## config.mk

```make
export PLATFORM = sky130hd
export DESIGN_NAME = system_nmi_control_ports
export DESIGN_NICKNAME = d
export VERILOG_FILES = /design/src/rtl/nmi_ports_pkg.sv /design/src/rtl/pin_sync.sv /design/src/rtl/alt_reset_pulse.sv /design/src/rtl/system_nmi_control_ports.sv
export SDC_FILE = /design/constraint.sdc
export NUM_CORES = 1
export LEC_CHECK = 0
export BUFFER_PORTS_ARGS = -buffer_cell sky130_fd_sc_hd__buf_4
export CORE_AREA = 2 2 87 81
export CTS_CLUSTER_DIAMETER = 60
export DETAILED_ROUTE_END_ITERATION = 6
export DIE_AREA = 0 0 89 83
export PLACE_DENSITY = 0.62
export SYNTH_ARGS = -nofsm -noshare
export SYNTH_HDL_FRONTEND = slang
export SYNTH_SLANG_ARGS = --single-unit
```

## constraint.sdc

```tcl
create_clock -name clock_i -period 4.3 [get_ports clock_i]
set_input_delay 0.215 -clock clock_i [delete_from_list [all_inputs] [get_ports clock_i]]
set_output_delay 0.215 -clock clock_i [all_outputs]
set_load 0.05 [all_outputs]
```

## src/rtl/nmi_ports_pkg.sv

```systemverilog
// constants for the legacy system control port block
// assumes a 100 MHz bridge clock and 16-bit i/o port addresses
package nmi_ports_pkg;
  localparam int unsigned CLK_PERIOD_NS = 10;
  localparam int unsigned ADDR_W        = 16;
  localparam int unsigned DATA_W        = 8;
  // port addresses
  localparam logic [15:0] MOUSE_IRQ_RELEASE_ADDR     = 16'h0060;
  localparam logic [15:0] NMI_STATUS_CONTROL_ADDR    = 16'h0061;
  localparam logic [15:0] NMI_MASK_CLOCK_INDEX_ADDR  = 16'h0070;
  localparam logic [15:0] FAST_GATE_RESET_PORT_ADDR  = 16'h0092;
  localparam logic [15:0] FLOPPY_OUTPUT_PRIMARY_ADDR = 16'h03f2;
  localparam logic [15:0] FLOPPY_OUTPUT_SECOND_ADDR  = 16'h0372;
  // status/control field positions
  localparam int unsigned SC_SERR_ST_BIT  = 7;
  localparam int unsigned SC_IOCHK_ST_BIT = 6;
  localparam int unsigned SC_CNT2_OUT_BIT = 5;
  localparam int unsigned SC_REFRESH_BIT  = 4;
  localparam int unsigned SC_IOCHK_DIS_BIT = 3;
  localparam int unsigned SC_SERR_DIS_BIT = 2;
  localparam int unsigned SC_SPK_EN_BIT   = 1;
  localparam int unsigned SC_GATE2_BIT    = 0;
  localparam logic [3:0]  SC_CTRL_RESET   = 4'h0;
  // mask port fields
  localparam int unsigned MASK_BIT        = 7;
  localparam logic        MASK_RESET      = 1'b1;
  localparam logic [6:0]  CLK_INDEX_RESET = 7'h00;
  // fast gate / reset port
  localparam logic [7:0]  FGR_RESET       = 8'h24;
  localparam logic [7:0]  FGR_FIXED_MASK  = 8'hfc;
  localparam int unsigned FGR_A20_BIT     = 1;
  localparam int unsigned FGR_RST_BIT     = 0;
  // floppy output field
  localparam int unsigned FOC_DMA_EN_BIT  = 3;
  localparam logic        FOC_DMA_EN_RESET = 1'b0;
  // alternate reset pulse: four isa clocks of 120 ns
  localparam int unsigned ALT_CPU_RESET_N_NS      = 480;
  localparam int unsigned ALT_CPU_RESET_N_CYCLES  =
    (ALT_CPU_RESET_N_NS + CLK_PERIOD_NS - 1) / CLK_PERIOD_NS;
  localparam int unsigned ALT_CPU_RESET_N_CNT_W   = 6;
  // pins that pass the synchroniser
  localparam int unsigned SYNC_W          = 4;
  localparam int unsigned SYNC_SERR       = 0;
  localparam int unsigned SYNC_IOCHK      = 1;
  localparam int unsigned SYNC_MOUSE      = 2;
  localparam int unsigned SYNC_DACK2      = 3;
endpackage

```

## src/rtl/pin_sync.sv

```systemverilog
// two flop synchroniser, one per pin
// assumes pins are asynchronous to clock_i; reset value is a parameter
`timescale 1ns/1ps
`default_nettype none
module pin_sync #(
  parameter int unsigned     WIDTH = 4,
  parameter logic [WIDTH-1:0] INIT = '0
) (
  input  wire logic             clock_i,
  input  wire logic             rst_b_i,
  input  wire logic [WIDTH-1:0] pin_i,
  output logic      [WIDTH-1:0] sync_o
);
  logic [WIDTH-1:0] meta_r;

  genvar g;
  generate
    for (g = 0; g < WIDTH; g++)
    begin : g_bit
      // first stage feeds only the second
      always_ff @(posedge clock_i)
      begin
        if (!rst_b_i)
        begin
          meta_r[g] <= INIT[g];
          sync_o[g] <= INIT[g];
        end
        else
        begin
          meta_r[g] <= pin_i[g];
          sync_o[g] <= meta_r[g];
        end
      end
    end
  endgenerate
endmodule
`default_nettype wire

```

## src/rtl/alt_reset_pulse.sv

```systemverilog
// low-going reset pulse of fixed length, started by a one-cycle fire
// assumes fire_i is a same-clock pulse; a fire during a pulse is dropped, except in its last low cycle, where it restarts the pulse
`timescale 1ns/1ps
`default_nettype none
module alt_reset_pulse
  import nmi_ports_pkg::*;
#(
  parameter int unsigned CYCLES = nmi_ports_pkg::ALT_CPU_RESET_N_CYCLES
) (
  input  wire logic clock_i,
  input  wire logic rst_b_i,
  input  wire logic fire_i,
  output logic      reset_n_o
);
  // cycles from the eighth low sample to the first high one
  localparam int PULSE_TAIL = int'(CYCLES) - 7;
  logic [ALT_CPU_RESET_N_CNT_W-1:0] cnt_r;

  always_ff @(posedge clock_i)
  begin
    if (!rst_b_i)
    begin
      cnt_r     <= '0;
      reset_n_o <= 1'b1;
    end
    else if (fire_i && cnt_r == '0)
    begin
      cnt_r     <= ALT_CPU_RESET_N_CNT_W'(CYCLES - 1);
      reset_n_o <= 1'b0;
    end
    else if (cnt_r != '0)
    begin
      cnt_r <= cnt_r - ALT_CPU_RESET_N_CNT_W'(1);
    end
    else
    begin
      reset_n_o <= 1'b1;
    end
  end
endmodule
`default_nettype wire

```

## src/rtl/system_nmi_control_ports.sv

```systemverilog
// legacy system control i/o ports: nmi sources and mask, speaker gate,
// refresh toggle, fast a20 and cpu reset, floppy dma gate, mouse irq.
// assumes one-cycle io_rd_i/io_wr_i strobes with a stable address,
// counter 2 and refresh events come from same-clock logic.
//
// Behaviour
// - serr pulse sets read-only status bit 7
// - bit 2: 0 enables serr, 1 clears
// - iochk assertion sets read-only status bit 6
// - bit 3: 0 enables iochk, 1 clears
// - bit 5 reads live counter 2 output
// - bit 4 toggles per refresh, resets 0
// - speaker is bit 1 and counter 2 output
// - bit 0 drives counter 2 gate
// - mask bit 7 blocks all nmi, resets 1
// - mask write also loads clock index bits
// - fast port only when enabled, forwarded
// - fast port fixed bits read 24h pattern
// - bit 1 drives a20 override level
// - writing bit 0 from 0 to 1 pulses cpu reset low
// - floppy bit 3 lets dack2 enable xcvr
// - enabled: port 60h read releases mouse irq
// - disabled: port 60h read is only forwarded to isa
// - enabled mouse irq routed out as irq13
// - mask port accesses forwarded to isa
`timescale 1ns/1ps
`default_nettype none
module system_nmi_control_ports
  import nmi_ports_pkg::*;
#(
  parameter int unsigned ALT_CYCLES = nmi_ports_pkg::ALT_CPU_RESET_N_CYCLES
) (
  input  wire logic                           clock_i,
  input  wire logic                           rst_b_i,
  input  wire logic [nmi_ports_pkg::ADDR_W-1:0] io_addr_i,
  input  wire logic                           io_rd_i,
  input  wire logic                           io_wr_i,
  input  wire logic [nmi_ports_pkg::DATA_W-1:0] io_wdata_i,
  output logic      [nmi_ports_pkg::DATA_W-1:0] io_rdata_o,
  output logic                                io_rvalid_o,
  output logic                                isa_forward_o,
  input  wire logic                           serr_n_i,
  input  wire logic                           iochk_n_i,
  input  wire logic                           mouse_irq_in_i,
  input  wire logic                           dack2_n_i,
  input  wire logic                           fast_port_en_i,
  input  wire logic                           mouse_fn_en_i,
  input  wire logic                           counter2_out_i,
  input  wire logic                           refresh_done_i,
  output logic                                counter2_gate_o,
  output logic                                speaker_out_o,
  output logic                                nmi_o,
  output logic                                a20_override_o,
  output logic                                alt_cpu_reset_n_o,
  output logic                                utility_xcvr_oe_n_o,
  output logic                                irq13_o,
  output logic      [6:0]                     clock_index_o
);
  logic [SYNC_W-1:0] pins_raw;
  logic [SYNC_W-1:0] pins_s;
  logic              serr_n_s;
  logic              serr_n_d_r;
  logic              iochk_n_s;
  logic              mouse_s;
  logic              mouse_d_r;
  logic              dack2_n_s;
  logic              serr_event;
  logic              mouse_event;
  logic              hit_release;
  logic              hit_sc;
  logic              hit_mask;
  logic              hit_fast;
  logic              hit_floppy;
  logic              wr_sc;
  logic              wr_mask;
  logic              wr_fast;
  logic              rd_release;
  logic              serr_st_r;
  logic              iochk_st_r;
  logic              refresh_tgl_r;
  logic [3:0]        sc_ctrl_r;
  logic              mask_r;
  logic [6:0]        clk_index_r;
  logic              a20_r;
  logic              rst_bit_r;
  logic              fire;
  logic              floppy_dma_en_r;
  logic              mouse_latch_r;
  logic [7:0]        rdata_nxt;
  logic              rvalid_nxt;

  assign pins_raw[SYNC_SERR]  = serr_n_i;
  assign pins_raw[SYNC_IOCHK] = iochk_n_i;
  assign pins_raw[SYNC_MOUSE] = mouse_irq_in_i;
  assign pins_raw[SYNC_DACK2] = dack2_n_i;

  // idle levels as reset values avoid false events after reset
  pin_sync #(
    .WIDTH (SYNC_W),
    .INIT  (4'hb)
  ) u_sync (
    .clock_i (clock_i),
    .rst_b_i (rst_b_i),
    .pin_i   (pins_raw),
    .sync_o  (pins_s)
  );

  assign serr_n_s  = pins_s[SYNC_SERR];
  assign iochk_n_s = pins_s[SYNC_IOCHK];
  assign mouse_s   = pins_s[SYNC_MOUSE];
  assign dack2_n_s = pins_s[SYNC_DACK2];

  // address decode
  assign hit_release = io_addr_i == MOUSE_IRQ_RELEASE_ADDR;
  assign hit_sc      = io_addr_i == NMI_STATUS_CONTROL_ADDR;
  assign hit_mask    = io_addr_i == NMI_MASK_CLOCK_INDEX_ADDR;
  assign hit_fast    = (io_addr_i == FAST_GATE_RESET_PORT_ADDR) && fast_port_en_i;
  assign hit_floppy  = (io_addr_i == FLOPPY_OUTPUT_PRIMARY_ADDR) ||
                       (io_addr_i == FLOPPY_OUTPUT_SECOND_ADDR);
  assign wr_sc       = io_wr_i && hit_sc;
  assign wr_mask     = io_wr_i && hit_mask;
  assign wr_fast     = io_wr_i && hit_fast;
  assign rd_release  = io_rd_i && hit_release;

  assign isa_forward_o = (io_rd_i || io_wr_i) &&
                         (hit_mask || hit_fast || hit_floppy || hit_release);

  // edge detect on synchronised levels only
  always_ff @(posedge clock_i)
  begin
    if (!rst_b_i)
    begin
      serr_n_d_r <= 1'b1;
      mouse_d_r  <= 1'b0;
    end
    else
    begin
      serr_n_d_r <= serr_n_s;
      mouse_d_r  <= mouse_s;
    end
  end

  assign serr_event  = serr_n_d_r && !serr_n_s;
  assign mouse_event = mouse_s && !mouse_d_r;

  // serr status; disable bit holds it clear
  always_ff @(posedge clock_i)
  begin
    if (!rst_b_i)
      serr_st_r <= 1'b0;
    else if (sc_ctrl_r[SC_SERR_DIS_BIT])
      serr_st_r <= 1'b0;
    else if (serr_event)
      serr_st_r <= 1'b1;
  end

  always_ff @(posedge clock_i)
  begin
    if (!rst_b_i)
      iochk_st_r <= 1'b0;
    else if (sc_ctrl_r[SC_IOCHK_DIS_BIT])
      iochk_st_r <= 1'b0;
    else if (!iochk_n_s)
      iochk_st_r <= 1'b1;
  end

  always_ff @(posedge clock_i)
  begin
    if (!rst_b_i)
      refresh_tgl_r <= 1'b0;
    else if (refresh_done_i)
      refresh_tgl_r <= !refresh_tgl_r;
  end

  // upper bits are read-only, writes to them are dropped
  always_ff @(posedge clock_i)
  begin
    if (!rst_b_i)
      sc_ctrl_r <= SC_CTRL_RESET;
    else if (wr_sc)
      sc_ctrl_r <= io_wdata_i[3:0];
  end

  assign counter2_gate_o = sc_ctrl_r[SC_GATE2_BIT];
  assign speaker_out_o   = sc_ctrl_r[SC_SPK_EN_BIT] && counter2_out_i;

  // mask and clock index loaded together
  always_ff @(posedge clock_i)
  begin
    if (!rst_b_i)
    begin
      mask_r      <= MASK_RESET;
      clk_index_r <= CLK_INDEX_RESET;
    end
    else if (wr_mask)
    begin
      mask_r      <= io_wdata_i[MASK_BIT];
      clk_index_r <= io_wdata_i[6:0];
    end
  end

  assign clock_index_o = clk_index_r;

  // nmi output; status bits are cleared when their source is off
  assign nmi_o = !mask_r && (serr_st_r || iochk_st_r);

  // fast port bits; fire only on a 0 to 1 of bit 0
  always_ff @(posedge clock_i)
  begin
    if (!rst_b_i)
    begin
      a20_r     <= FGR_RESET[FGR_A20_BIT];
      rst_bit_r <= FGR_RESET[FGR_RST_BIT];
    end
    else if (wr_fast)
    begin
      a20_r     <= io_wdata_i[FGR_A20_BIT];
      rst_bit_r <= io_wdata_i[FGR_RST_BIT];
    end
  end

  assign fire           = wr_fast && io_wdata_i[FGR_RST_BIT] && !rst_bit_r;
  assign a20_override_o = a20_r;

  alt_reset_pulse #(
    .CYCLES (ALT_CYCLES)
  ) u_alt_cpu_reset_n (
    .clock_i   (clock_i),
    .rst_b_i   (rst_b_i),
    .fire_i    (fire),
    .reset_n_o (alt_cpu_reset_n_o)
  );

  // floppy dma gate of the transceiver enable
  always_ff @(posedge clock_i)
  begin
    if (!rst_b_i)
      floppy_dma_en_r <= FOC_DMA_EN_RESET;
    else if (io_wr_i && hit_floppy)
      floppy_dma_en_r <= io_wdata_i[FOC_DMA_EN_BIT];
  end

  assign utility_xcvr_oe_n_o = !(floppy_dma_en_r && !dack2_n_s);

  // mouse latch; a new edge wins over a release
  always_ff @(posedge clock_i)
  begin
    if (!rst_b_i)
      mouse_latch_r <= 1'b0;
    else if (!mouse_fn_en_i)
      mouse_latch_r <= 1'b0;
    else if (mouse_event)
      mouse_latch_r <= 1'b1;
    else if (rd_release)
      mouse_latch_r <= 1'b0;
  end

  assign irq13_o = mouse_fn_en_i && mouse_latch_r;

  // read mux; mask and floppy ports are write only, 60h data is the isa
  always_comb
  begin
    rdata_nxt  = 8'h00;
    rvalid_nxt = 1'b0;
    if (io_rd_i && hit_sc)
    begin
      rdata_nxt  = {serr_st_r, iochk_st_r, counter2_out_i, refresh_tgl_r,
                    sc_ctrl_r};
      rvalid_nxt = 1'b1;
    end
    else if (io_rd_i && hit_fast)
    begin
      rdata_nxt  = (FGR_RESET & FGR_FIXED_MASK) | {6'h00, a20_r, rst_bit_r};
      rvalid_nxt = 1'b1;
    end
  end

  always_ff @(posedge clock_i)
  begin
    if (!rst_b_i)
    begin
      io_rdata_o  <= 8'h00;
      io_rvalid_o <= 1'b0;
    end
    else
    begin
      io_rdata_o  <= rdata_nxt;
      io_rvalid_o <= rvalid_nxt;
    end
  end
endmodule
`default_nettype wire

```

==> impl_metrics.yaml, run 1 <==
power_and_ir_drop:
  power.total_uw: 977
  power_leakage_nw: 1.03
  ir_drop_mv: 0.157
  power.density_nw_per_um2: 398
sta:
  finClkSkew_ns: 0.00610
  finalCriticalPeriod_ns: 1.91
  rsz0062_at_grt: "no"
  max_slew.worst_pin.slew_ns: 0.537
  slew_headroom_pct: 63.9
  max_freq_mhz: 523
  setup_viol: 0
  setup_tns_ns: 0
  hold_viol: 0
  post-route-period-util_pct: 44.5
  slew_violations: 0
  holdWs_ns: 0.0955
clock_network:
  cts_tree: "yes"
  post_cts_buffers: 0
  clockRootBuffer: "clkbuf_8"
  cts-resized-gates: 0
  clock-sinks: 45
  cts_hold_buf: 0
  htreeDepth: 2
  cts_buffers: 5
  insertion_delay_ns: 0.30
  clockBufferDepth: 2
  path_clk_slew_ns: 0.08
critical_path:
  critPathLaunchType: "input port"
  worst-endpoint-required_ns: 4.09
  path_max_fanout: 4
  worstSetupPathType: "in2out"
  critPathArrivalTime_ns: 1.70
  end_kind: "primary output"
synth:
  ys.flop_type: "dfxtp_1"
  ys_ff_latch: 45
  synth.avg_cell_area_um2: 9.35
  async_flop_share_pct: 0
  syn-cell-area_um2: 1810
  ys_seq_area_share_pct: 49.7
  ys_types: 44
  syn_nets: 232
  ys_warn_count: 0
  synthCells: 194
  synth_edf_count: 0
layout:
  antenna_cells: 0
  layout_commonest_cell: "buf_4"
  nFillCells: 676
  final_cell_mix: "buf_4 (59), dfxtp_1 (45), nand2_1 (24)"
  fin_cells: 344
  drive_gt1_share_pct: 27.6
  final_core_util_pct: 38.1
  ff_latch_area_um2: 901
  area_delta_synth_final_pct: 35.2
  nets: 292
  multi_input_area_um2: 856
global_route:
  antenna_found_initial: 0
  grt_pass1_wl_um: 7030
  grt_pass1_vias: 1514
  grt_usage_pct: 12.2
  grt_max_degree: 38
  grt_overflow: 0
route:
  post_drt_wl_per_cell_um: 12.5
  drtAntennaViolNets: 0
  viasPerCell: 4.55
  drt_iter0_drc: 82
  first_pass_iters: 4
  drc_errors: 0
  routed_wl_um: 4290
  num_vias: 1565
floorplan:
  die_area_um2: 7390
  rows: 28
  io_pins: 60
  core_um2: 6450
  start_util_pct: 28.1
  die_y_um: 83
  die_w_um: 89
worst_hold_path:
  holdCritPathClass: "in2reg"
placement:
  port_buffers: 59
  place.gp.congestion: 0.795
  placed_cells: 337
  detailed_place_hpwl_um: 3280
status:
  status: "finished, final reports clean"
job:
  maxCapViolations: 0
-- worst paths after layout --
| path | startpoint | to | slack, ns | depth (start not counted) |
|---|---|---|---|---|
| max | io_addr_i[1] | isa_forward_o | 2.39 | 6 |
| min | dack2_n_i | u_sync.meta_r[3] | 0.1 | 2 |
| max reg2reg | u_alt_cpu_reset_n.cnt_r[0] | u_alt_cpu_reset_n.reset_n_o | 2.43 | 6 |
| min reg2reg | u_sync.meta_r[0] | u_sync.sync_o[0] | 0.41 | 1 |
-- registers in the layout, indices dropped and copies added (netlist names), 4 cells and up --
name,cells
clock_index_o,7
io_rdata_o,8
sc_ctrl_r,4
u_alt_cpu_reset_n.cnt_r,6
u_sync.meta_r,4
u_sync.sync_o,4
-- worst max-delay path, stage by stage --
cell      delay (ns)
buf_4           0.12
nor4_1          0.43
nand3_1         0.30
nor2_1          0.22
o2111a_1        0.22
buf_4           0.19
-- metrics by stage --
step	instance area, µm²	setup slack (ns)
3_3_place_gp	2350	2.33
5_1_grt	2450	2.23
3_5_place_dp	2350	2.29
6_report	2450	2.39
2_1_floorplan	1810	2.62
4_1_cts	2450	2.38
-- cell type report --
cell class | count | area share, %
Clock buffer | 5 | 2.80
Sequential cell | 45 | 36.7
Clock inverter | 2 | 1.58
Inverter | 9 | 1.38
Multi-Input combinational cell | 134 | 34.9
Tap cell | 90 | 4.59
Timing Repair Buffer | 59 | 18.1
-- where the power goes --
part	switching [mW]	total (mW)	internal (mW)	leakage, nW
logic	0.0982	0.191	0.0930	0.604
registers	0.0260	0.475	0.449	0.367
clock network	0.140	0.312	0.172	0.0546
-- cells by family after synthesis --
logic type,after synthesis,synth area share [%]
and+or+nand+nor,86,26.5
DFF,45,49.7
AOI/OAI and AO/OA,34,12.8
buffers and inverters,15,3.17
muxes,10,5.52
xor gates and xnor gates,2,0.966
adders and majority gates,2,1.38
-- Yosys cell counts, drive strengths merged, types with 2 or more instances --
| cell type | count | share of area [%] |
|---|---|---|
| dfxtp | 45 | 50 |
| nor2b | 2 | 0.69 |
| and2 | 10 | 3.4 |
| ha | 2 | 1.4 |
| nand2b | 7 | 2.4 |
| nor2 | 10 | 2.1 |
| o21a | 4 | 1.7 |
| clkbuf | 4 | 0.83 |
| a21oi | 9 | 2.5 |
| a22o | 2 | 0.97 |
| nand3 | 9 | 2.5 |
| inv | 8 | 1.7 |
| o21ai | 7 | 1.9 |
| nand4 | 3 | 1.0 |
| xnor2 | 2 | 0.97 |
| nand2 | 24 | 5.0 |
| buf | 2 | 0.48 |
| nor3 | 7 | 2.2 |
| or4 | 2 | 0.83 |
| nor4 | 5 | 3.4 |
| mux2i | 10 | 5.5 |
-- per-layer routing --
| layer | global-route usage (%) | share of wire, % | vias to the layer above | routed length [µm] |
|---|---|---|---|---|
| li1 | - | - | 803 | - |
| met1 | 15.9 | 47 | 704 | 2020 |
| met2 | 18.6 | 47 | 52 | 2000 |
| met3 | 4.77 | 5.2 | 6 | 225 |
| met4 | 3.39 | 0.98 | 0 | 42 |
| met5 | 0 | 0 | - | 0 |
Note: power is estimated with default switching activity, not from simulation.
==> run 2: changes to the inputs <==
clock period = 1.8 ns   (was 4.3 ns; I/O delays follow)
==> run 2 against run 1 <==
Compared with the run above:
- clock skew rose by 0.0067 ns
- power rose by 130%
- setup slack got worse by 2.2 ns
- cell count rose by 2.9%
- core utilization rose by 1.3 points
- first-iteration DRC count rose by 2.4%
- register-to-register slack got worse by 2.2 ns
- sequential cell count did not move
- global-route usage fell by 0.19 points
- sequential power rose by 140%
- clock power rose by 110%
- clock-buffer cell count rose by 1
- critical path type is now reg2reg
- critical endpoint is now u_alt_cpu_reset_n.cnt_r[5]
- largest cell class unchanged
- highest routed layer unchanged
==> impl_metrics.yaml, run 2 (same netlist as run 1, synthesis figures left out) <==
status:
  status: "finished, final reports clean"
critical_path:
  worstSetupPathType: "reg2reg"
  path_max_fanout: 5
  rrSetupSlack_ns: 0.23
  worst-endpoint-required_ns: 2.04
  critPathLaunchType: "flop"
  end_kind: "flop"
  startpoint: "u_alt_cpu_reset_n.cnt_r[0]"
  reg2reg_from: "u_alt_cpu_reset_n.cnt_r[0]"
  reg2regPathDepth: 4
  critPathArrivalTime_ns: 1.82
sta:
  max_slew.worst_pin.slew_ns: 0.477
  slew_headroom_pct: 68.0
  finClkSkew_ns: 0.0128
  finalCriticalPeriod_ns: 1.57
  setup_viol: 0
  post-route-period-util_pct: 87.5
  setup_tns_ns: 0
  rsz0062_at_grt: "no"
  setup_ws_ns: 0.225
  max_freq_mhz: 635
  slew_violations: 0
  hold_viol: 0
route:
  first_pass_iters: 4
  post_drt_wl_per_cell_um: 12.2
  drt_iter0_drc: 84
  drc_errors: 0
  num_vias: 1594
  viasPerCell: 4.50
  routed_wl_um: 4320
  drtAntennaViolNets: 0
layout:
  final_cell_mix: "buf_4 (64), dfxtp_1 (45), nand2_1 (23)"
  ff_latch_area_um2: 901
  design_area_um2: 2540
  area_delta_synth_final_pct: 39.9
  largest_register_ffs: 8
  antenna_cells: 0
  nFillCells: 654
  multi_input_area_um2: 870
  drive_gt1_share_pct: 29.9
  layout_commonest_cell: "buf_4"
  nets: 301
  registers.top_by_ff_count: "io_rdata_o"
placement:
  post-place-ws_ns: 0.102
  place_area_um2: 2380
  port_buffers: 59
  detailed_place_hpwl_um: 3300
  place.gp.congestion: 0.816
power_and_ir_drop:
  ir_drop_mv: 0.364
  power_leakage_nw: 1.07
  power.density_nw_per_um2: 903
  power.total_mw: 2.29
global_route:
  grt_pass1_wl_um: 6960
  antenna_found_initial: 0
  grt_usage_pct: 12.0
  grt_overflow: 0
  grt_pass1_vias: 1509
  grt_max_degree: 21
floorplan:
  start_util_pct: 28.1
  rows: 28
  die_y_um: 83
  io_pins: 60
  core_um2: 6450
  die_area_um2: 7390
  die_w_um: 89
clock_network:
  cts_tree: "yes"
  post_cts_buffers: 0
  clockBufferDepth: 2
  path_clk_slew_ns: 0.08
  clock-sinks: 45
  insertion_delay_ns: 0.30
  htreeDepth: 2
  clockRootBuffer: "clkbuf_8"
  cts_buffers: 5
worst_hold_path:
  holdCritPathClass: "in2reg"
  hold_start: "counter2_out_i"
  holdPathStages: 2
job:
  maxCapViolations: 0
## run 2: repair_timing
item                       in CTS  in global routing
setup endpoints to repair       0                  2
gates resized for setup         0                  3
hold endpoints to repair        4                  0
hold buffers                    4                  0
## run 2: final timing paths
| check | to |
|---|---|
| max | u_alt_cpu_reset_n.cnt_r[5] |
| min | io_rdata_o[5] |
| max reg2reg | u_alt_cpu_reset_n.cnt_r[5] |
| min reg2reg | u_sync.sync_o[0] |
## run 2: stage by stage
step	std cells	hold WS, ns	util [%]
after floorplan	194	0.191	-
after global placement	342	0.276	37.0
after detailed placement	342	0.275	37.0
after CTS	354	0.00979	39.1
after global routing	354	0.00827	39.4
final	354	0.0242	39.4
## run 2: metal layers
layer,wire length (µm),track usage (%),vias up
li1,-,-,821
met1,2010,15.3,729
met2,2050,18.9,40
met3,225,3.78,4
met4,37,4.21,0
met5,0,0,-
## run 2: power breakdown
| group | leakage [nW] | switching [mW] | internal (mW) |
|---|---|---|---|
| clock | 0.0518 | 0.348 | 0.319 |
| sequential | 0.367 | 0.0656 | 1.07 |
| combinational | 0.648 | 0.245 | 0.242 |
| total | 1.07 | 0.659 | 1.63 |
## run 2: final cells by class
type / instances / area share, %
clock buffer: 6 / 3.25
tap: 90 / 4.44
multi-input combinational: 134 / 34.3
inverter: 9 / 1.33
timing repair buffer: 68 / 20.5
sequential: 45 / 35.5
clock inverter: 2 / 0.690
## run 2: worst max-delay path, cell delays in order (launching register included)
cell     delay (ns)
dfxtp_1        0.35
or4_1          0.55
or3_1          0.33
a31oi_1        0.17
o21a_1         0.13
==> run 3: changes to the inputs <==
PLACE_DENSITY = unset   (was 0.62)
SETUP_SLACK_MARGIN = 0.3   (was unset)
==> run 3 against run 2 <==
Compared with the run above:
- sequential cell count unchanged
- global-route usage up 1.3 points
- core utilization grew 1.4 points
- non-clock buffer count increased by 6
- cell count increased by 1.7%
- sequential power barely moved
- maximum frequency is 4.3% higher
- routed wire length is 7.7% higher
- largest power group unchanged
==> impl_metrics.yaml, run 3 (same netlist as run 1, synthesis figures left out) <==
power_and_ir_drop:
  ir_drop_mv: 0.336
  power.density_nw_per_um2: 932
  power_leakage_nw: 1.10
  power.total_mw: 2.45
sta:
  max_slew.worst_pin.slew_ns: 0.389
  finalCriticalPeriod_ns: 1.51
  finClkSkew_ns: 0.00249
  rsz0062_at_grt: "yes"
  post-route-period-util_pct: 83.8
  slew_headroom_pct: 73.9
  holdWs_ns: 0.00785
  setup_viol: 0
  slew_violations: 0
  setup_tns_ns: 0
  hold_viol: 0
  setup_ws_ns: 0.291
  max_freq_mhz: 663
route:
  num_vias: 1672
  drtAntennaViolNets: 0
  viasPerCell: 4.64
  first_pass_iters: 4
  drc_errors: 0
  routed_wl_um: 4650
  drt_iter0_drc: 53
  post_drt_wl_per_cell_um: 12.9
critical_path:
  end_kind: "flop"
  critPathBufInv: 0
  worstSetupPathType: "reg2reg"
  critPathLaunchType: "flop"
  r2r_end: "u_alt_cpu_reset_n.cnt_r[5]"
  path_delay_family: "simple AND/OR/NAND/NOR gates"
  worst-endpoint-required_ns: 2.05
  critPathArrivalTime_ns: 1.76
  cp_slowest_cell: "or4_4"
  reg2regPathDepth: 4
  rrSetupSlack_ns: 0.29
  reg2reg_from: "u_alt_cpu_reset_n.cnt_r[0]"
  path_cells: "or4_4 > or3_1 > a31oi_1 > o21a_1"
  path_max_fanout: 3
  crit_path_max_incr_delay_ns: 0.53
floorplan:
  rows: 28
  die_area_um2: 7390
  core_um2: 6450
  io_pins: 60
  die_w_um: 89
  start_util_pct: 28.1
  die_y_um: 83
layout:
  nets: 307
  registers.top_by_ff_count: "io_rdata_o"
  fin_cells: 360
  final_cell_mix: "buf_4 (70), dfxtp_1 (43), nand2_1 (23)"
  layout_commonest_cell: "buf_4"
  largest_register_ffs: 8
  design_area_um2: 2630
  final_core_util_pct: 40.8
  drive_gt1_share_pct: 34.1
  antenna_cells: 0
  area_delta_synth_final_pct: 44.8
clock_network:
  insertion_delay_ns: 0.30
  clockRootBuffer: "clkbuf_8"
  path_clk_slew_ns: 0.09
  clock-sinks: 45
  cts_tree: "yes"
  clockBufferDepth: 2
  htreeDepth: 2
  cts_buffers: 5
worst_hold_path:
  holdPathStages: 2
  holdCritPathClass: "in2reg"
  hold_start: "counter2_out_i"
  hold_end: "io_rdata_o[5]"
job:
  maxCapViolations: 0
placement:
  place.gp.congestion: 0.816
  place_area_um2: 2400
  detailed_place_hpwl_um: 3510
  post-place-ws_ns: 0.0189
  port_buffers: 59
  placed_cells: 344
global_route:
  antenna_found_initial: 0
  grt_pass1_wl_um: 7800
  grt_max_degree: 21
  grt_pass1_vias: 1712
  grt_overflow: 0
  grt_usage_pct: 13.3
status:
  status: "finished, final reports clean"
==> run 3: changes by cell type in the layout (fill, tap and decap cells not counted), sizes merged <==
cell      before  now
buf           64   70
clkbuf         6    5
clkinvlp       0    1
==> run 3: repair_timing <==
item                                    in CTS  in global routing
pin swaps                                    2                  1
hold buffers                                 4                  0
setup buffers                                3                  1
endpoints found under the hold margin        4                  0
gates resized for setup                      8                  5
endpoints found under the setup margin       7                  5
==> run 3: report_power, final <==
group / internal (mW) / switching (mW)
clock: 0.276 / 0.366
combinational: 0.351 / 0.306
sequential: 1.08 / 0.0727
total: 1.70 / 0.744
==> run 3: layer usage <==
layer | up-vias | wire length (µm) | global-route usage (%)
met4 | 0 | 44 | 4.07
met1 | 777 | 2240 | 17.8
met3 | 5 | 277 | 2.98
met2 | 56 | 2090 | 21.0
met5 | - | 0 | 0
li1 | 834 | - | -
==> run 3: worst max-delay path by stage <==
stage,from,endpoint,slack [ns],depth (start not counted)
floorplan,u_alt_cpu_reset_n.cnt_r[0],u_alt_cpu_reset_n.reset_n_o,0.30,6
global placement,u_alt_cpu_reset_n.cnt_r[0],u_alt_cpu_reset_n.reset_n_o,0.08,6
detailed placement,u_alt_cpu_reset_n.cnt_r[0],u_alt_cpu_reset_n.reset_n_o,0.02,6
CTS,u_alt_cpu_reset_n.cnt_r[0],u_alt_cpu_reset_n.cnt_r[5],0.30,4
global route,u_alt_cpu_reset_n.cnt_r[0],u_alt_cpu_reset_n.cnt_r[5],0.22,4
finish,u_alt_cpu_reset_n.cnt_r[0],u_alt_cpu_reset_n.cnt_r[5],0.29,4
==> run 3: area by class of cell <==
type | instances | area (µm²)
Timing Repair Buffer | 74 | 566
Tap cell | 90 | 113
Sequential cell | 45 | 903
Inverter | 9 | 33.8
Multi-Input combinational cell | 134 | 922
Clock inverter | 3 | 21.3
Fill cell | 676 | 3820
Clock buffer | 5 | 68.8
